===== src/lpp_consts.svh =====
// offsets, reset values and timing figures of the low-rate pan phy block
`ifndef LPP_CONSTS_SVH
`define LPP_CONSTS_SVH

// register byte addresses
`define LPP_OFF_TASK 8'h00
`define LPP_OFF_CTRL 8'h04
`define LPP_OFF_SFD 8'h08
`define LPP_OFF_PTR 8'h0C
`define LPP_OFF_ENERGY_SCAN_REPEAT_COUNT 8'h10
`define LPP_OFF_THR 8'h14
`define LPP_OFF_LEVEL 8'h18
`define LPP_OFF_STATUS 8'h1C
`define LPP_OFF_FREQ 8'h20
`define LPP_OFF_SEED 8'h24

// task register bit positions
`define LPP_TASK_TX 0
`define LPP_TASK_ED_START 1
`define LPP_TASK_ED_STOP 2
`define LPP_TASK_CCA_START 3

// reset values
`define LPP_SFD_RST 8'hA7
`define LPP_SEED_RST 16'h0000

// framing
`define LPP_PRE_OCTETS 3'h4
`define LPP_PRE_VALUE 8'h00
`define LPP_FCS_OCTETS 8'h02
`define LPP_CRC_POLY 16'h8408

// timing
`define LPP_CLK_MHZ 100
`define LPP_SYM_US 16
`define LPP_SYM_CYC (`LPP_SYM_US * `LPP_CLK_MHZ)
`define LPP_WIN_SYMS 8

`endif


===== src/lpp_pkg.sv =====
// types of the low-rate pan phy block
package lpp_pkg;

  typedef enum logic [3:0] {
    LPP_TX_IDLE, LPP_TX_PRE, LPP_TX_SFD, LPP_TX_FETCH, LPP_TX_WAIT, LPP_TX_LOAD, LPP_TX_PUSH, LPP_TX_CRC, LPP_TX_DONE
  } lpp_tx_st_t;

  typedef enum logic [1:0] {LPP_RX_HUNT, LPP_RX_PHR, LPP_RX_DATA} lpp_rx_st_t;

  typedef enum logic [1:0] {LPP_MS_IDLE, LPP_MS_ED, LPP_MS_CCA} lpp_ms_st_t;

  typedef enum logic [2:0] {LPP_CCA_ED, LPP_CCA_CARRIER, LPP_CCA_AND, LPP_CCA_OR, LPP_CCA_TEST1} lpp_cca_mode_t;

  typedef struct packed {
    logic [2:0] cca_mode;
    logic crc_en;
    logic phy_en;
  } lpp_ctrl_t;

  typedef struct packed {
    logic [7:0] addr;
    logic [31:0] wdata;
    logic we;
    logic re;
  } lpp_bus_req_t;

  typedef struct packed {
    logic we;
    logic re;
    logic [15:0] addr;
    logic [7:0] wdata;
  } lpp_mem_req_t;

  typedef struct packed {
    logic frame_begin;
    logic frame_end;
    logic ed_done;
    logic ed_halted;
    logic busy;
    logic clear;
  } lpp_events_t;

  typedef struct packed {
    lpp_ctrl_t ctrl;
    logic [7:0] sfd;
    logic [15:0] ptr;
    logic [7:0] ed_cnt;
    logic [7:0] thr;
    logic [7:0] level;
    logic [15:0] seed;
    logic [6:0] freq;
    logic [31:0] rdata;
    logic crc_ok;
    logic [7:0] phr;
    logic [15:0] fcf;
    logic tx_valid;
    logic [7:0] tx_data;
    logic [7:0] tx_hold;
    logic [6:0] tx_len;
    logic [7:0] tx_idx;
    logic [2:0] tx_cnt;
    logic [15:0] tx_crc;
    logic [6:0] rx_len;
    logic [7:0] rx_idx;
    logic [15:0] rx_crc;
    lpp_mem_req_t mem;
    lpp_events_t ev;
    logic [15:0] sym_cnt;
    logic [3:0] win_cnt;
    logic [10:0] acc;
    logic [7:0] maxv;
    logic [7:0] iter;
    logic [7:0] first;
    logic cs_seen;
  } lpp_state_t;

endpackage


===== src/lpp_phy.sv =====
// low-rate pan phy: framing, energy scan and clear channel assessment
//
// Decided for this implementation: the plain strobed port and the register addresses.
`timescale 1ns/1ps
`default_nettype none
`include "lpp_consts.svh"

module lpp_phy #(
  parameter int SYM_CYC = `LPP_SYM_CYC,
  parameter int WIN_SYMS = `LPP_WIN_SYMS
) (
  // clock and reset
  input wire logic clk_i,
  input wire logic rst_i,
  // register port
  input wire lpp_pkg::lpp_bus_req_t bus_i,
  output logic [31:0] bus_rdata_o,
  // frame buffer memory
  output lpp_pkg::lpp_mem_req_t mem_o,
  input wire logic [7:0] mem_rdata_i,
  // transmit octet stream
  output logic tx_valid_o,
  output logic [7:0] tx_data_o,
  input wire logic tx_ready_i,
  // receive octet stream and signal strength
  input wire logic rx_valid_i,
  input wire logic [7:0] rx_data_i,
  input wire logic [7:0] rssi_i,
  // events and radio setting
  output lpp_pkg::lpp_events_t event_o,
  output logic [6:0] freq_setting_o
);

  localparam int WIN_LG = $clog2(WIN_SYMS);

  generate
    if (SYM_CYC < 2 || SYM_CYC > 65535 || WIN_SYMS < 1 || WIN_SYMS > 8 || (WIN_SYMS & (WIN_SYMS - 1)) != 0) begin : g_bad
      $error("lpp_phy: unsupported SYM_CYC or WIN_SYMS");
    end
  endgenerate

  localparam lpp_pkg::lpp_state_t ST_RST = '{sfd: `LPP_SFD_RST, seed: `LPP_SEED_RST, default: '0};

  function automatic logic [15:0] lpp_crc_byte(input logic [15:0] c, input logic [7:0] d);
    logic [15:0] r;
    r = c;
    for (int i = 0; i < 8; i++) begin
      if (r[0] ^ d[i]) begin
        r = (r >> 1) ^ `LPP_CRC_POLY;
      end else begin
        r = r >> 1;
      end
    end
    return r;
  endfunction

  lpp_pkg::lpp_state_t st_r;
  lpp_pkg::lpp_state_t st_nxt;
  lpp_pkg::lpp_tx_st_t tx_st_r;
  lpp_pkg::lpp_tx_st_t tx_st_nxt;
  lpp_pkg::lpp_rx_st_t rx_st_r;
  lpp_pkg::lpp_rx_st_t rx_st_nxt;
  lpp_pkg::lpp_ms_st_t ms_r;
  lpp_pkg::lpp_ms_st_t ms_nxt;

  logic [3:0] tsk;
  logic take;
  logic tick;
  logic [10:0] acc_sum;
  logic [7:0] avg;
  logic [7:0] maxn;
  logic [7:0] lvl;
  logic ed_busy;
  logic cs_busy;
  logic busy;
  logic [7:0] len_eff;
  logic [7:0] idx_n;
  logic [15:0] crc_n;

  always_comb begin
    st_nxt = st_r;
    tx_st_nxt = tx_st_r;
    rx_st_nxt = rx_st_r;
    ms_nxt = ms_r;
    st_nxt.ev = '0;
    st_nxt.mem = '0;
    st_nxt.rdata = 32'h0000_0000;
    tsk = 4'h0;
    lvl = 8'h00;
    ed_busy = 1'b0;
    cs_busy = 1'b0;
    busy = 1'b0;
    len_eff = 8'h00;
    idx_n = 8'h00;
    crc_n = 16'h0000;
    take = !st_r.tx_valid || tx_ready_i;
    tick = st_r.sym_cnt == 16'(SYM_CYC - 1);
    acc_sum = st_r.acc + {3'h0, rssi_i};
    avg = 8'(acc_sum >> WIN_LG);
    maxn = (avg > st_r.maxv) ? avg : st_r.maxv;

    // register writes and tasks
    if (bus_i.we) begin
      if (bus_i.addr == `LPP_OFF_TASK) begin
        tsk = st_r.ctrl.phy_en ? bus_i.wdata[3:0] : 4'h0;
      end else if (bus_i.addr == `LPP_OFF_CTRL) begin
        st_nxt.ctrl = bus_i.wdata[4:0];
      end else if (bus_i.addr == `LPP_OFF_SFD) begin
        st_nxt.sfd = bus_i.wdata[7:0];
      end else if (bus_i.addr == `LPP_OFF_PTR) begin
        st_nxt.ptr = bus_i.wdata[15:0];
      end else if (bus_i.addr == `LPP_OFF_ENERGY_SCAN_REPEAT_COUNT) begin
        st_nxt.ed_cnt = bus_i.wdata[7:0];
      end else if (bus_i.addr == `LPP_OFF_THR) begin
        st_nxt.thr = bus_i.wdata[7:0];
      end else if (bus_i.addr == `LPP_OFF_FREQ) begin
        st_nxt.freq = bus_i.wdata[6:0];
      end else if (bus_i.addr == `LPP_OFF_SEED) begin
        st_nxt.seed = bus_i.wdata[15:0];
      end
    end

    // register reads, answered next cycle
    if (bus_i.re) begin
      if (bus_i.addr == `LPP_OFF_CTRL) begin
        st_nxt.rdata = {27'h0, st_r.ctrl};
      end else if (bus_i.addr == `LPP_OFF_SFD) begin
        st_nxt.rdata = {24'h0, st_r.sfd};
      end else if (bus_i.addr == `LPP_OFF_PTR) begin
        st_nxt.rdata = {16'h0, st_r.ptr};
      end else if (bus_i.addr == `LPP_OFF_ENERGY_SCAN_REPEAT_COUNT) begin
        st_nxt.rdata = {24'h0, st_r.ed_cnt};
      end else if (bus_i.addr == `LPP_OFF_THR) begin
        st_nxt.rdata = {24'h0, st_r.thr};
      end else if (bus_i.addr == `LPP_OFF_LEVEL) begin
        st_nxt.rdata = {24'h0, st_r.level};
      end else if (bus_i.addr == `LPP_OFF_STATUS) begin
        st_nxt.rdata = {st_r.fcf, st_r.phr, 4'h0, rx_st_r != lpp_pkg::LPP_RX_HUNT,
                        tx_st_r != lpp_pkg::LPP_TX_IDLE, ms_r != lpp_pkg::LPP_MS_IDLE, st_r.crc_ok};
      end else if (bus_i.addr == `LPP_OFF_FREQ) begin
        st_nxt.rdata = {25'h0, st_r.freq};
      end else if (bus_i.addr == `LPP_OFF_SEED) begin
        st_nxt.rdata = {16'h0, st_r.seed};
      end
    end

    // transmit framer
    if (st_r.tx_valid && tx_ready_i) begin
      st_nxt.tx_valid = 1'b0;
    end
    case (tx_st_r)
      lpp_pkg::LPP_TX_IDLE: begin
        if (tsk[`LPP_TASK_TX] && rx_st_r == lpp_pkg::LPP_RX_HUNT) begin
          st_nxt.tx_cnt = 3'h0;
          tx_st_nxt = lpp_pkg::LPP_TX_PRE;
        end
      end
      lpp_pkg::LPP_TX_PRE: begin
        if (take) begin
          st_nxt.tx_valid = 1'b1;
          st_nxt.tx_data = `LPP_PRE_VALUE;
          st_nxt.tx_cnt = st_r.tx_cnt + 3'h1;
          if (st_r.tx_cnt == `LPP_PRE_OCTETS - 3'h1) begin
            tx_st_nxt = lpp_pkg::LPP_TX_SFD;
          end
        end
      end
      lpp_pkg::LPP_TX_SFD: begin
        if (take) begin
          st_nxt.tx_valid = 1'b1;
          st_nxt.tx_data = st_r.sfd;
          st_nxt.tx_idx = 8'h00;
          st_nxt.tx_crc = st_r.seed;
          tx_st_nxt = lpp_pkg::LPP_TX_FETCH;
        end
      end
      lpp_pkg::LPP_TX_FETCH: begin
        st_nxt.mem.re = 1'b1;
        st_nxt.mem.addr = st_r.ptr + {8'h00, st_r.tx_idx};
        tx_st_nxt = lpp_pkg::LPP_TX_WAIT;
      end
      lpp_pkg::LPP_TX_WAIT: begin
        tx_st_nxt = lpp_pkg::LPP_TX_LOAD;
      end
      lpp_pkg::LPP_TX_LOAD: begin
        st_nxt.tx_hold = mem_rdata_i;
        tx_st_nxt = lpp_pkg::LPP_TX_PUSH;
      end
      lpp_pkg::LPP_TX_PUSH: begin
        if (take) begin
          st_nxt.tx_valid = 1'b1;
          st_nxt.tx_data = st_r.tx_hold;
          if (st_r.tx_idx == 8'h00) begin
            st_nxt.tx_len = st_r.tx_hold[6:0];
            len_eff = {1'b0, st_r.tx_hold[6:0]};
          end else begin
            st_nxt.tx_crc = lpp_crc_byte(st_r.tx_crc, st_r.tx_hold);
            len_eff = {1'b0, st_r.tx_len};
          end
          idx_n = st_r.tx_idx + 8'h01;
          st_nxt.tx_idx = idx_n;
          if (idx_n == len_eff + 8'h01) begin
            tx_st_nxt = lpp_pkg::LPP_TX_DONE;
          end else if (st_r.ctrl.crc_en && len_eff >= `LPP_FCS_OCTETS && idx_n - 8'h01 == len_eff - `LPP_FCS_OCTETS) begin
            st_nxt.tx_cnt = 3'h0;
            tx_st_nxt = lpp_pkg::LPP_TX_CRC;
          end else begin
            tx_st_nxt = lpp_pkg::LPP_TX_FETCH;
          end
        end
      end
      lpp_pkg::LPP_TX_CRC: begin
        if (take) begin
          st_nxt.tx_valid = 1'b1;
          st_nxt.tx_data = (st_r.tx_cnt == 3'h0) ? st_r.tx_crc[7:0] : st_r.tx_crc[15:8];
          st_nxt.tx_cnt = st_r.tx_cnt + 3'h1;
          if (st_r.tx_cnt == 3'h1) begin
            tx_st_nxt = lpp_pkg::LPP_TX_DONE;
          end
        end
      end
      default: begin
        if (take) begin
          st_nxt.ev.frame_end = 1'b1;
          tx_st_nxt = lpp_pkg::LPP_TX_IDLE;
        end
      end
    endcase

    // receive deframer
    case (rx_st_r)
      lpp_pkg::LPP_RX_HUNT: begin
        if (rx_valid_i && st_r.ctrl.phy_en && tx_st_r == lpp_pkg::LPP_TX_IDLE && rx_data_i == st_r.sfd) begin
          rx_st_nxt = lpp_pkg::LPP_RX_PHR;
          if (ms_r == lpp_pkg::LPP_MS_CCA) begin
            st_nxt.cs_seen = 1'b1;
          end
        end
      end
      lpp_pkg::LPP_RX_PHR: begin
        if (rx_valid_i) begin
          if (rx_data_i[6:0] == 7'h00) begin
            rx_st_nxt = lpp_pkg::LPP_RX_HUNT;
          end else begin
            st_nxt.phr = rx_data_i;
            st_nxt.rx_len = rx_data_i[6:0];
            st_nxt.mem.we = 1'b1;
            st_nxt.mem.addr = st_r.ptr;
            st_nxt.mem.wdata = rx_data_i;
            st_nxt.ev.frame_begin = 1'b1;
            st_nxt.rx_crc = st_r.seed;
            st_nxt.rx_idx = 8'h01;
            rx_st_nxt = lpp_pkg::LPP_RX_DATA;
          end
        end
      end
      default: begin
        if (rx_valid_i) begin
          crc_n = lpp_crc_byte(st_r.rx_crc, rx_data_i);
          st_nxt.rx_crc = crc_n;
          if (st_r.rx_idx == 8'h01) begin
            st_nxt.fcf[7:0] = rx_data_i;
          end else if (st_r.rx_idx == 8'h02) begin
            st_nxt.fcf[15:8] = rx_data_i;
          end
          if (!(st_r.ctrl.crc_en && {1'b0, st_r.rx_len} < st_r.rx_idx + `LPP_FCS_OCTETS)) begin
            st_nxt.mem.we = 1'b1;
            st_nxt.mem.addr = st_r.ptr + {8'h00, st_r.rx_idx};
            st_nxt.mem.wdata = rx_data_i;
          end
          st_nxt.rx_idx = st_r.rx_idx + 8'h01;
          if (st_r.rx_idx == {1'b0, st_r.rx_len}) begin
            st_nxt.crc_ok = crc_n == 16'h0000;
            st_nxt.ev.frame_end = 1'b1;
            rx_st_nxt = lpp_pkg::LPP_RX_HUNT;
          end
        end
      end
    endcase

    // energy scan and channel assessment
    case (ms_r)
      lpp_pkg::LPP_MS_IDLE: begin
        if (tsk[`LPP_TASK_ED_START] || tsk[`LPP_TASK_CCA_START]) begin
          st_nxt.sym_cnt = 16'h0000;
          st_nxt.win_cnt = 4'h0;
          st_nxt.acc = 11'h000;
          st_nxt.maxv = 8'h00;
          st_nxt.iter = 8'h00;
          st_nxt.cs_seen = 1'b0;
          ms_nxt = tsk[`LPP_TASK_ED_START] ? lpp_pkg::LPP_MS_ED : lpp_pkg::LPP_MS_CCA;
        end
      end
      default: begin
        st_nxt.sym_cnt = st_r.sym_cnt + 16'h0001;
        if (tick) begin
          st_nxt.sym_cnt = 16'h0000;
          st_nxt.acc = acc_sum;
          st_nxt.win_cnt = st_r.win_cnt + 4'h1;
          if (st_r.win_cnt == 4'h0) begin
            st_nxt.first = rssi_i;
          end
          if (st_r.win_cnt == 4'(WIN_SYMS - 1)) begin
            st_nxt.acc = 11'h000;
            st_nxt.win_cnt = 4'h0;
            if (ms_r == lpp_pkg::LPP_MS_ED) begin
              if (st_r.ed_cnt == 8'h00) begin
                st_nxt.level = avg;
                st_nxt.ev.ed_done = 1'b1;
                ms_nxt = lpp_pkg::LPP_MS_IDLE;
              end else if (st_r.iter + 8'h01 == st_r.ed_cnt) begin
                st_nxt.level = maxn;
                st_nxt.ev.ed_done = 1'b1;
                ms_nxt = lpp_pkg::LPP_MS_IDLE;
              end else begin
                st_nxt.maxv = maxn;
                st_nxt.iter = st_r.iter + 8'h01;
              end
            end else begin
              lvl = (st_r.ctrl.cca_mode == lpp_pkg::LPP_CCA_TEST1) ? ((WIN_SYMS == 1) ? rssi_i : st_r.first) : avg;
              ed_busy = lvl >= st_r.thr;
              cs_busy = st_r.cs_seen || rx_st_r != lpp_pkg::LPP_RX_HUNT;
              if (st_r.ctrl.cca_mode == lpp_pkg::LPP_CCA_CARRIER) begin
                busy = cs_busy;
              end else if (st_r.ctrl.cca_mode == lpp_pkg::LPP_CCA_AND) begin
                busy = ed_busy && cs_busy;
              end else if (st_r.ctrl.cca_mode == lpp_pkg::LPP_CCA_OR) begin
                busy = ed_busy || cs_busy;
              end else begin
                busy = ed_busy;
              end
              st_nxt.level = lvl;
              st_nxt.ev.busy = busy;
              st_nxt.ev.clear = !busy;
              ms_nxt = lpp_pkg::LPP_MS_IDLE;
            end
          end
        end
      end
    endcase
    if (tsk[`LPP_TASK_ED_STOP]) begin
      st_nxt.ev.ed_halted = 1'b1;
      st_nxt.ev.ed_done = 1'b0;
      if (ms_r == lpp_pkg::LPP_MS_ED) begin
        ms_nxt = lpp_pkg::LPP_MS_IDLE;
      end
    end
  end

  always_ff @(posedge clk_i or posedge rst_i) begin
    if (rst_i) begin
      st_r <= ST_RST;
      tx_st_r <= lpp_pkg::LPP_TX_IDLE;
      rx_st_r <= lpp_pkg::LPP_RX_HUNT;
      ms_r <= lpp_pkg::LPP_MS_IDLE;
    end else begin
      st_r <= st_nxt;
      tx_st_r <= tx_st_nxt;
      rx_st_r <= rx_st_nxt;
      ms_r <= ms_nxt;
    end
  end

  assign bus_rdata_o = st_r.rdata;
  assign mem_o = st_r.mem;
  assign tx_valid_o = st_r.tx_valid;
  assign tx_data_o = st_r.tx_data;
  assign event_o = st_r.ev;
  assign freq_setting_o = st_r.freq;

  // cycles since a measurement began, checks only
  logic [19:0] age_r;
  always_ff @(posedge clk_i or posedge rst_i) begin
    if (rst_i) begin
      age_r <= 20'h00000;
    end else begin
      age_r <= (ms_r == lpp_pkg::LPP_MS_IDLE) ? 20'h00000 : age_r + 20'h00001;
    end
  end

  property p_pre_zero;
    @(posedge clk_i) disable iff (rst_i) (tx_st_r == lpp_pkg::LPP_TX_PRE && take) |=> (tx_valid_o && tx_data_o == 8'h00);
  endproperty
  a_pre_zero: assert property (p_pre_zero) else $error("preamble octet not zero");

  property p_sfd_sent;
    @(posedge clk_i) disable iff (rst_i) (tx_st_r == lpp_pkg::LPP_TX_SFD && take) |=> (tx_data_o == $past(st_r.sfd));
  endproperty
  a_sfd_sent: assert property (p_sfd_sent) else $error("delimiter octet wrong");

  property p_zero_drop;
    @(posedge clk_i) disable iff (rst_i)
      (rx_st_r == lpp_pkg::LPP_RX_PHR && rx_valid_i && rx_data_i[6:0] == 7'h00) |=> (!event_o.frame_begin && rx_st_r == lpp_pkg::LPP_RX_HUNT);
  endproperty
  a_zero_drop: assert property (p_zero_drop) else $error("zero length frame not dropped");

  property p_fcs_kept;
    @(posedge clk_i) disable iff (rst_i)
      (rx_st_r == lpp_pkg::LPP_RX_DATA && rx_valid_i && st_r.ctrl.crc_en && {1'b0, st_r.rx_len} < st_r.rx_idx + 8'h02) |=> !mem_o.we;
  endproperty
  a_fcs_kept: assert property (p_fcs_kept) else $error("checksum octet written to buffer");

  property p_verdict_time;
    @(posedge clk_i) disable iff (rst_i) (event_o.busy || event_o.clear) |-> (age_r == 20'(SYM_CYC * WIN_SYMS));
  endproperty
  a_verdict_time: assert property (p_verdict_time) else $error("assessment verdict at wrong time");

  property p_ed_thresh;
    @(posedge clk_i) disable iff (rst_i)
      ((event_o.busy || event_o.clear) && st_r.ctrl.cca_mode == lpp_pkg::LPP_CCA_ED) |-> (event_o.busy == (st_r.level >= st_r.thr));
  endproperty
  a_ed_thresh: assert property (p_ed_thresh) else $error("energy threshold verdict wrong");

  property p_carrier;
    @(posedge clk_i) disable iff (rst_i)
      (event_o.busy && st_r.ctrl.cca_mode == lpp_pkg::LPP_CCA_CARRIER) |-> ($past(st_r.cs_seen) || $past(rx_st_r) != lpp_pkg::LPP_RX_HUNT);
  endproperty
  a_carrier: assert property (p_carrier) else $error("carrier busy without delimiter");

  property p_ed_max;
    @(posedge clk_i) disable iff (rst_i) (event_o.ed_done && st_r.ed_cnt != 8'h00) |-> (st_r.level >= $past(st_r.maxv));
  endproperty
  a_ed_max: assert property (p_ed_max) else $error("scan maximum lost");

  property p_stop;
    @(posedge clk_i) disable iff (rst_i) (tsk[`LPP_TASK_ED_STOP] && ms_r == lpp_pkg::LPP_MS_ED) |=> (event_o.ed_halted && ms_r == lpp_pkg::LPP_MS_IDLE);
  endproperty
  a_stop: assert property (p_stop) else $error("scan stop not honoured");

endmodule
`default_nettype wire


===== config.mk =====
export PLATFORM = sky130hd
export DESIGN_NAME = lpp_phy
export DESIGN_NICKNAME = d
export VERILOG_FILES = /design/src/lpp_pkg.sv /design/src/lpp_phy.sv
export VERILOG_INCLUDE_DIRS = /design/src
export SDC_FILE = /design/constraint.sdc
export NUM_CORES = 1
export LEC_CHECK = 0
export ABC_AREA = 1
export BUFFER_PORTS_ARGS = -buffer_cell sky130_fd_sc_hd__buf_2
export CAP_MARGIN = 10
export CELL_PAD_IN_SITES_DETAIL_PLACEMENT = 1
export CELL_PAD_IN_SITES_GLOBAL_PLACEMENT = 1
export CORE_MARGIN = 2
export CORE_UTILIZATION = 49
export CTS_CLUSTER_SIZE = 25
export DETAILED_ROUTE_END_ITERATION = 8
export HOLD_SLACK_MARGIN = 0.1
export PLACE_DENSITY_LB_ADDON = 0.2
export SLEW_MARGIN = 40
export SYNTH_ARGS = -nofsm -noshare
export SYNTH_HDL_FRONTEND = slang
export SYNTH_SLANG_ARGS = --single-unit

===== constraint.sdc =====
create_clock -name clk_i -period 16.7 [get_ports clk_i]
set_clock_uncertainty 0.15 [all_clocks]
set_input_delay 3.34 -clock clk_i [delete_from_list [all_inputs] [get_ports clk_i]]
set_output_delay 3.34 -clock clk_i [all_outputs]
set_load 0.01 [all_outputs]

### Word-level counts from Yosys, hierarchy flattened

Index checks and enable logic that the tools add are counted.
W data, S select, Z words.

* register bits after elaboration: 311
* bits in latches: 0
* memory bits (writable): 0
* bits in read-only memories: 0
* bits of input ports: 70
* word-level logic and storage cells: 387
* memories kept: 0

* add/subtract/negate cells: 13
* multiply operators: 0
* divide/modulo/power cells: 0
* magnitude comparators: 4
* equal/unequal tests: 52
* shift operators: 0
* muxes and demuxes: 166
* bitwise logic cells: 44
* reductions and logical operators: 63

Operator list (number)
* $mux W16: 60
* $mux W32: 8
* $mux W25: 5
* $mux W47: 2
* $mux W8: 10
* $mux W57: 1
* $pmux W25 S2: 1
* $mux W24: 2
* $mux W4: 12
* $not A2 Y3: 16
* $pmux W24 S2: 1
* $mux W2: 19
* $mux W9: 4
* $pmux W9 S4: 1
* $add A16 B8 Y16: 2
* $add A8 B1 Y8 const B: 4
* $eq A8 B5 Y1 const B: 4
* $eq A8 B8 Y1: 4
* $pmux W16 S2: 1
* $pmux W4 S8: 1
* $mux W31: 1
* $mux W27: 1
* $mux W1: 26
* $ne A2 B2 Y1 const B: 13
* 59 further kinds: 143

### Longest topological paths before layout

Gate-level depths: netlist of the first run.

* depth after elaboration: 40
* mapped depth: 22

### Worst setup path before layout of the first run

OpenSTA, ideal clock, no wires.

* path kind: input to register
* start: input port rssi_i[0]
* end: register st_r[250] in the netlist's numbering
* data arrival time: 6164 ps
* slack: 10263 ps
* stages: 20
* cells stage by stage: ha_1 fa_1 nand2_1 nand2_1 a21oi_1 o21ai_0 nand3_1 xor2_1 ha_1 nand2_1 nor2_1 nand2_1 o211ai_1 nand2_1 clkbuf_1 o21ai_0 o21ai_0 a21oi_1 o21ai_0 nand2_1

* cells in the longest elaborated chain, start to end: 6
* elaborated cells between the ends (all ways): 7

Ends and longest elaborated chain
* start: declaration: RTL line lpp_phy.sv:28 `input wire logic [7:0] rssi_i,`
* $add A11 B8 Y11 *: RTL line lpp_phy.sv:98 `acc_sum = st_r.acc + {3'h0, rssi_i};`
* $gt A8 B8 Y1: RTL line lpp_phy.sv:100 `maxn = (avg > st_r.maxv) ? avg : st_r.maxv;`
* $mux W8: RTL line lpp_phy.sv:100
* $mux W8: RTL line lpp_phy.sv:311 `end else if (st_r.iter + 8'h01 == st_r.ed_cnt) begin`
* $mux W8: RTL line lpp_phy.sv:307 `if (st_r.ed_cnt == 8'h00) begin`
* $mux W8 *: RTL line lpp_phy.sv:306 `if (ms_r == lpp_pkg::LPP_MS_ED) begin`
* end signal: assignment: RTL line lpp_phy.sv:357 `st_r <= st_nxt;`
* end: declaration: RTL line lpp_phy.sv:57 `lpp_pkg::lpp_state_t st_r;`

Mark *: on every way between the ends. The rest lies on a longest branch, timed or not. The select of a mux whose other input is x is not followed.
A chain may end at the register's enable or synchronous reset.

### Worst setup path after layout of the first run

Same ends and word-level chain as after synthesis.

==> flow_summary_export.csv, run 1 <==
group,metric,value,unit
yosys,syn_area,0.01840,mm^2
floorplan,num_io_pins,150,
critical_path,rrSetupSlack,12.42,ns
power,p_seq_share,36.2,%
timing,rsz0062_at_grt,"no",
timing,maxSlewViolCount,0,
yosys,synth.most_common_cell,"nand2_1",
critical_path,worstPathArrival,7.11,ns
timing,fmax,146.9,MHz
cts,clock_path_buffers,3,
global_routing,first_global_vias,17930,
global_routing,grt_pass1_wl,100.2,mm
floorplan,die_area,0.03912,mm^2
critical_path,ff2ff_path_depth,18,
critical_path,r2r-start,"st_r[25]$_DFFE_PP0P_",
timing,worst_hold_slack,0.3329,ns
critical_path,path_max_fanout,16,
cts,numCtsBuffers,37,
route,wirelength,63.25,mm
timing,period_share,40.78,%
hold_path,hp-class,"reg2reg",
cts,cts_resized,0,
layout,insertedDiodeCount,0,
cts,clk_pin_slew_worst_paths,0.06,ns
route,vias_per_cell,5.828,
yosys,synth_top_area_cell,"dfrtp_1",
timing,period_needed,6.810,ns
placed_design,hpwl,47.30,mm
timing,setup_viol,0,
global_routing,grt_max_degree,129,
yosys,syn_avg_cell_area,7.739,um^2
route,drtAntennaViolNets,0,
route,dr.pass1.iters,5,
route,post_drt_wl_per_cell,21.66,um
floorplan,start_util,50.03,%
placed_design,io_buffers,133,
timing,tightest_slew,0.8625,ns
route,vias,17020,
layout,fin_nets,2567,
cts,root_buffer,"clkbuf_16",
global_routing,antenna_found_initial,2,
floorplan,die_y,197.8,um
critical_path,reg2reg_to,"st_r[250]$_DFFE_PP0P_",
yosys,ys_ff_latch,304,
yosys,synth_top_area_share,40.66,%
critical_path,critPathLaunchType,"input pin",
power,swShare,38.62,%
timing,setup_tns,0,ns
route,initialDrtViolationCount,1134,
power,pwr-share-clk,30.5,%
power,p_leak,9.910,nW
flow_run,drv_cap,0,
critical_path,worstPathRequired,17.00,ns
cts,htreeDepth,2,
cts,cts_tree,"done",
timing,slew_headroom,42.33,%
layout,drive_gt1_share,11.54,%
power,irDropWorstVdd,0.07335,mV
yosys,synth_edf_count,0,
placed_design,gp_congestion,0.9309,
global_routing,grt-ovfl-total,0,
outcome,status,"finished, final reports clean",
route,drcViolationCount,0,
power,power_density,131.0,mW/mm^2
critical_path,crit_type,"in2reg",
floorplan,core-area,0.03679,mm^2
hold_path,worstHoldStart,"st_r[137]$_DFFE_PP0P_",
critical_path,crit_path_end_kind,"flop",
cts,clk_latency,0.57,ns
yosys,synth-seq-area-share,41.37,%
yosys,synth_commonest_cells,"nand2_1 (539), dfrtp_1 (299), inv_1 (283)",
hold_path,min_path_cells,2,
hold_path,hold_end,"st_r[137]$_DFFE_PP0P_",
timing,hold_viol,0,
yosys,synthArstFlopShare,100.0,%
layout,post-route-util,54.79,%
cts,clkSinkCount,304,
power,p_sw,1.020,mW
floorplan,fp.dieW,197.8,um
cts,cts_setup_buffers,0,
yosys,yosysWarnings,0,
cts,cts_hold_buf,0,
yosys,synth_nets,2516,
yosys,yosys_most_used_dff,"dfrtp_1",
layout,syn2layout_area_growth,9.505,%
power,p_total,2.641,mW
power,comb_power_share,33.2,%
floorplan,num_rows,70,
yosys,netlist_instances,2378,
power,internal_power,1.621,mW
yosys,synth_area_leaders,"dfrtp_1 (41%), nand2_1 (11%), o21ai_0 (5.9%)",
global_routing,grt_usage,33.09,%
yosys,synthDistinctLibCells,63,
routing by layer:
layer,GRT usage (%),vias up,share of wire [%]
met4,15.09,4,4.6
li1,-,7887,-
met5,0,-,0.043
met3,4.820,155,5.2
met1,42.23,8473,42
met2,55.74,498,48
placed cells by master (no fill, tap or decap), types with 15 or more instances in the layout:
cell / netlist / routed
nand4_1: 37 / 37
o211ai_1: 41 / 41
inv_1: 283 / 282
nand2_1: 539 / 538
buf_2: 10 / 133
nor3_1: 25 / 25
nor2_1: 213 / 211
xnor2_1: 39 / 39
xor2_1: 48 / 48
inv_2: 16 / 16
ha_1: 65 / 65
o22ai_1: 22 / 22
nand3_1: 101 / 101
a21oi_1: 120 / 120
clkbuf_16: 0 / 37
o221ai_1: 18 / 18
dfrtp_1: 299 / 299
nand2_2: 14 / 15
o21ai_0: 216 / 216
stage by stage:
| stage | instance area (um^2) | setup slack [ns] | std cells |
|---|---|---|---|
| detailed placement | 18960 | 9.479 | 2858 |
| global route | 20150 | 9.547 | 2920 |
| finish | 20150 | 9.890 | 2920 |
| floorplan | 18400 | 4.816 | 2378 |
| global placement | 18900 | 9.575 | 2855 |
| CTS | 20150 | 9.989 | 2920 |
registers in the layout (all words and copies together), names as in the netlist:
signal and cells:
freq_setting_o 7, tx_valid_o 1, st_r 216, bus_rdata_o 32, event_o 6, mem_o 26
tx_st_r 4, ms_r 2, rx_st_r 2, tx_data_o 8
critical path: stages:
cell	delay, ns
buf_2	0.12
ha_1	0.24
fa_1	0.45
nand2_1	0.13
nand2_1	0.06
a21oi_1	0.26
o21bai_1	0.12
xor2_1	0.53
ha_1	0.38
a21oi_1	0.16
o21ai_0	0.10
nand2_1	0.07
o211ai_1	0.08
nand2_1	0.37
o21ai_0	0.21
o21ai_0	0.18
a21oi_1	0.07
o21ai_0	0.17
nand2_1	0.07
how the worst max path moves through the flow:
stage,startpoint,endpoint
final,rssi_i[0],st_r[250]$_DFFE_PP0P_
after floorplan,rst_i,bus_rdata_o[0]$_DFF_PP0_
after detailed placement,rssi_i[0],st_r[250]$_DFFE_PP0P_
after global placement,rssi_i[0],st_r[252]$_DFFE_PP0P_
after CTS,rssi_i[0],st_r[250]$_DFFE_PP0P_
after global routing,rssi_i[2],st_r[252]$_DFFE_PP0P_
area by class of cell:
| cell class | instances | area, um^2 |
|---|---|---|
| fillers | 4588 | 16630 |
| clock buffers | 53 | 1096 |
| flip-flops and latches | 304 | 7614 |
| clock inverters | 9 | 92.59 |
| multi-input cells | 1638 | 8831 |
| well taps | 468 | 585.6 |
| repair buffers | 142 | 773.2 |
| inverters | 306 | 1161 |
power groups by stage:
stage | Sequential (mW) | Clock (mW) | Combinational (mW)
floorplan | 0.921 | 0 | 0.658
global placement | 0.959 | 0 | 0.814
detailed placement | 0.964 | 0 | 0.856
CTS | 0.954 | 0.820 | 0.871
global route | 0.969 | 0.846 | 0.983
finish | 0.957 | 0.806 | 0.877
cells by family (layout without fill, tap and decap cells):
group,after synthesis,count (layout),share of synthesized area (%)
adder cells (fa/ha/maj),68,68,4.745
multiplexers,6,6,0.3603
AND/OR/NAND/NOR,974,974,22.57
XOR/XNOR,87,87,4.140
buffers and inverters,436,510,10.74
AO/OA/AOI/OAI,503,503,16.07
flip-flops,304,304,41.37
Power figures use the tool's default switching activity.
==> run 2: changes to the inputs <==
Settings changed: CORE_UTILIZATION 49 to 45.
Clock period 16.7 ns to 6.9 ns, I/O delays scaled along.
==> run 2 against run 1 <==
Effect of this change: power rose by 150%; cell count rose by 2.5%; core utilization fell by 4.6 points; wire length fell by 0.64%; critical path depth fell by 1; first-iteration DRC count rose by 1.7%; largest cell class unchanged.
==> flow_summary_export.csv, run 2 (synthesis gave the netlist of run 1 again) <==
group,metric,value,unit
placed_design,io_buffers,133,
placed_design,gp_congestion,0.9273,
timing,period_share,70.45,%
placed_design,hpwl,47.64,mm
route,post_drt_wl_per_cell,21.00,um
timing,tightest_slew,0.7863,ns
global_routing,grt_usage,29.80,%
hold_path,hp-class,"reg2reg",
power,power_density,318.7,mW/mm^2
global_routing,grt_pass1_wl,97.19,mm
power,swShare,37.73,%
power,p_leak,9.957,nW
critical_path,cp_slowest_cell,"xor2_1",
layout,layoutNonFillerInstCount,2992,
layout,fin_area,0.02037,mm^2
critical_path,path_delay_family,"compound AO/OA/AOI/OAI gates",
floorplan,core-area,0.04055,mm^2
critical_path,crit_path_end_kind,"flop",
placed_design,placed_area,0.01904,mm^2
timing,period_needed,4.861,ns
floorplan,start_util,45.38,%
critical_path,critPathLaunchType,"input pin",
layout,layout_commonest_cell,"nand2_1",
cts,cts_tree,"done",
critical_path,cpMostUsedCell,"nand2_1",
cts,clk_pin_slew_worst_paths,0.06,ns
timing,maxSlewViolCount,0,
layout,syn2layout_area_growth,10.69,%
route,initialDrtViolationCount,1153,
floorplan,num_rows,74,
route,vias,16820,
layout,regMostFlops,"st_r",
layout,nFillCells,5063,
cts,cts_hold_buf,0,
global_routing,grt_max_degree,99,
critical_path,path_cells,"buf_2 -> ha_1 -> fa_1 -> nand2_1 -> nand2_1 -> a21oi_1 -> o21bai_1 -> xor2_1 -> ha_1 -> a21oi_1 -> o21ai_0 -> nand2_1 -> o211ai_1 -> nand2_1 -> o21ai_0 -> o21ai_0 -> a21oi_1 -> nor2_1",
critical_path,cp_slowest_stage_delay,0.55,ns
timing,setup_viol,0,
power,irDropWorstVdd,0.1828,mV
critical_path,path_max_fanout,16,
power,p_sw,2.449,mW
cts,cts_setup_buffers,0,
critical_path,worstPathArrival,5.20,ns
cts,root_buffer,"clkbuf_16",
cts,clock_path_buffers,3,
route,drcViolationCount,0,
route,dr.pass1.iters,6,
layout,drive_gt1_share,11.64,%
layout,fin_nets,2572,
timing,slew_headroom,47.13,%
cts,htreeDepth,2,
placed_design,dp_cells,2923,
critical_path,crit_type,"in2reg",
cts,clk_latency,0.57,ns
timing,hold_viol,0,
route,wirelength,62.85,mm
cts,cts_resized,0,
global_routing,grt-ovfl-total,0,
global_routing,first_global_vias,17370,
cts,clkSinkCount,304,
layout,largest_reg_flops,216,
route,drtAntennaViolNets,0,
critical_path,worstPathRequired,7.24,ns
floorplan,die_area,0.04253,mm^2
critical_path,critPathBufInv,1,
timing,setup_tns,0,ns
power,internal_power,4.043,mW
route,vias_per_cell,5.621,
floorplan,fp.dieW,206.2,um
floorplan,die_y,206.2,um
critical_path,rrSetupSlack,2.60,ns
global_routing,antenna_found_initial,5,
timing,fmax,205.7,MHz
timing,rsz0062_at_grt,"no",
flow_run,drv_cap,0,
floorplan,num_io_pins,150,
layout,post-route-util,50.23,%
power,p_seq_share,35.7,%
power,pwr-share-clk,31.9,%
outcome,status,"finished, final reports clean",
power,comb_power_share,32.4,%
cts,numCtsBuffers,38,
layout,mostFrequentLayoutCells,"nand2_1 (538), dfrtp_1 (299), inv_1 (282), o21ai_0 (216), nor2_1 (211)",
[run 2: final cells by class]
type	count	area [um^2]	area share [%]
well taps	532	665.6	3.268
inverters	306	1152	5.657
multi-input cells	1638	8831	43.35
repair buffers	146	823.3	4.042
diodes	3	7.507	0.03685
clock inverters	10	178.9	0.8783
clock buffers	53	1099	5.393
flip-flops and latches	304	7614	37.37
[run 2: layer usage]
layer  global-route usage, %  up-vias  part of all wire [%]
met3                   4.762      115                   4.8
met2                   51.19      384                    49
met5                       0        -                 0.054
met1                   38.03     8419                    42
li1                        -     7895                     -
met4                   10.43        4                   3.5
[run 2: tightest hold or removal path, stage by stage (launching register included)]
cell and delay [ns]:
dfrtp_1 0.34, nand2_1 0.05, o21ai_0 0.06
[run 2: stage by stage]
stage | hold slack, ns | worst slack, ns | power (mW)
6_report | 0.3348 | 2.039 | 6.492
5_1_grt | 0.3623 | 1.749 | 6.876
4_1_cts | 0.3364 | 2.129 | 6.516
3_5_place_dp | 0.3216 | 1.583 | 4.402
3_3_place_gp | 0.3123 | 1.708 | 4.312
2_1_floorplan | 0.2919 | 1.331 | 3.823
[run 2: power groups by stage]
stage	combinational (mW)	sequential, mW	clock [mW]
after floorplan	1.59	2.23	0
after global placement	1.99	2.33	0
after detailed placement	2.06	2.34	0
after CTS	2.10	2.31	2.11
after global routing	2.36	2.34	2.17
final	2.10	2.32	2.07
[run 2: path summary, 6_finish.rpt]
kind | start | end | cells after the start
worst min register to register | st_r[177]$_DFFE_PP0P_ | st_r[177]$_DFFE_PP0P_ | 2
min in group asynchronous | rst_i | st_r[51]$_DFFE_PP0P_ | 2
worst max register to register | st_r[25]$_DFFE_PP0P_ | st_r[256]$_DFFE_PP0P_ | 17
max in group asynchronous | rst_i | st_r[295]$_DFFE_PP1P_ | 4
worst min-delay path | st_r[177]$_DFFE_PP0P_ | st_r[177]$_DFFE_PP0P_ | 2
worst max-delay path | rssi_i[0] | st_r[256]$_DFFE_PP0P_ | 18
==> run 3: changes to the inputs <==
Clock period 6.9 ns to 5.05 ns, I/O delays scaled along.
==> run 3 against run 2 <==
Effect of this change: critical path depth grew 3; sequential power grew 37%; die area is the same; final area shrank 0.17%; non-clock buffer count grew 2; critical path type unchanged.
==> flow_summary_export.csv, run 3 (synthesis gave the netlist of run 1 again) <==
group,metric,value,unit
outcome,status,"finished, final reports clean",
route,initialDrtViolationCount,1121,
global_routing,first_global_vias,17620,
placed_design,dp_cells,2927,
timing,tightest_slew,0.8089,ns
cts,cts_tree,"done",
route,dr.pass1.iters,5,
critical_path,startpoint,"rssi_i[0]",
layout,syn2layout_area_growth,10.50,%
critical_path,worstPathArrival,4.56,ns
global_routing,grt_usage,30.32,%
floorplan,num_io_pins,150,
cts,root_buffer,"clkbuf_16",
placed_design,hpwl,48.23,mm
global_routing,grt-ovfl-total,0,
power,power_density,433.7,mW/mm^2
layout,mostFrequentLayoutCells,"nand2_1 (538), dfrtp_1 (299), inv_1 (282), o21ai_0 (216), nor2_1 (211)",
timing,fmax,235.3,MHz
hold_path,hp-class,"in2async",
cts,clock_path_buffers,3,
global_routing,antenna_found_initial,2,
global_routing,grt_max_degree,142,
timing,period_share,84.15,%
critical_path,crit_path_end_kind,"flop",
flow_run,drv_cap,0,
cts,cts_setup_buffers,0,
cts,cts_hold_buf,0,
route,post_drt_wl_per_cell,21.19,um
timing,slew_headroom,45.91,%
power,p_total,8.819,mW
placed_design,io_buffers,133,
floorplan,num_rows,74,
route,vias_per_cell,5.614,
cts,cts_resized,0,
critical_path,worstPathRequired,5.36,ns
floorplan,die_area,0.04253,mm^2
layout,layoutNonFillerInstCount,2995,
route,vias,16820,
critical_path,r2r-start,"st_r[25]$_DFFE_PP0P_",
critical_path,crit_type,"in2reg",
cts,clk_pin_slew_worst_paths,0.06,ns
route,wirelength,63.45,mm
critical_path,path_max_fanout,16,
layout,regMostFlops,"st_r",
timing,period_needed,4.250,ns
cts,clkSinkCount,304,
global_routing,grt_pass1_wl,99.12,mm
timing,maxSlewViolCount,0,
layout,drive_gt1_share,11.78,%
cts,numCtsBuffers,38,
cts,htreeDepth,2,
floorplan,core-area,0.04055,mm^2
timing,setup_viol,0,
floorplan,start_util,45.38,%
power,p_leak,9.955,nW
route,drcViolationCount,0,
floorplan,fp.dieW,206.2,um
critical_path,critPathLaunchType,"input pin",
power,irDropWorstVdd,0.2695,mV
timing,rsz0062_at_grt,"no",
layout,fin_nets,2574,
timing,hold_viol,0,
placed_design,gp_congestion,0.9317,
layout,layout_commonest_cell,"nand2_1",
layout,nFillCells,5052,
floorplan,die_y,206.2,um
cts,clk_latency,0.57,ns
layout,largest_reg_flops,216,
route,drtAntennaViolNets,0,
## run 3: path summary, 6_finish.rpt
kind	cells after the start	slack, ns	to
max	21	0.80	st_r[252]$_DFFE_PP0P_
min in group clk_i	2	0.34	st_r[265]$_DFFE_PP0P_
min reg2reg	2	0.34	st_r[265]$_DFFE_PP0P_
max in group asynchronous	4	3.30	st_r[292]$_DFFE_PP1P_
max reg2reg	20	0.99	st_r[252]$_DFFE_PP0P_
min	2	0.30	st_r[47]$_DFFE_PP0P_
## run 3: per-stage QoR
step	hold WS [ns]	TNS [ns]	setup slack (ns)	util (%)	area, um^2
global route	0.3409	0	0.3448	50.13	20330
global placement	0.3132	0	0.3324	46.97	19050
finish	0.3025	0	0.8002	50.14	20340
floorplan	0.2919	-44.53	-0.1489	-	18410
detailed placement	0.3217	0	0.2724	46.99	19050
CTS	0.3020	0	0.8466	50.05	20300
## run 3: power breakdown
part | switching [mW] | internal (mW) | leakage (nW)
logic | 1.89 | 0.994 | 5.62
registers | 0.355 | 2.81 | 3.72
clock network | 1.11 | 1.65 | 0.612
total | 3.36 | 5.46 | 9.95
## run 3: final cells by class
| type | count | area [um^2] | share of cell area, % |
|---|---|---|---|
| diodes | 2 | 5.005 | 0.02461 |
| clock buffers | 53 | 1087 | 5.347 |
| clock inverters | 12 | 156.4 | 0.7691 |
| inverters | 306 | 1152 | 5.667 |
| multi-input cells | 1638 | 8832 | 43.43 |
| flip-flops and latches | 304 | 7614 | 37.44 |
| well taps | 532 | 665.6 | 3.273 |
| repair buffers | 148 | 823.3 | 4.048 |
## run 3: metal layers
| metal | track usage (%) | wire (um) | up-vias |
|---|---|---|---|
| li1 | - | - | 7880 |
| met1 | 38.34 | 27230 | 8417 |
| met2 | 52.37 | 30990 | 386 |
| met3 | 3.989 | 2602 | 132 |
| met4 | 12.24 | 2630 | 0 |
| met5 | 0 | 0 | - |
## run 3: worst max-delay path, cell delays in order
cell      delay, ns
buf_2          0.11
ha_1           0.23
fa_1           0.42
nand2_1        0.08
nand2_1        0.06
a21oi_1        0.26
o21ai_0        0.22
nand3_1        0.17
xor2_1         0.27
ha_1           0.19
nand2_1        0.08
nor2_1         0.17
nand2_1        0.08
o211ai_1       0.08
nand2_1        0.32
o21ai_0        0.40
nand2_1        0.09
o211ai_1       0.09
nand2_1        0.08
nor2_1         0.10
nor2_1         0.05
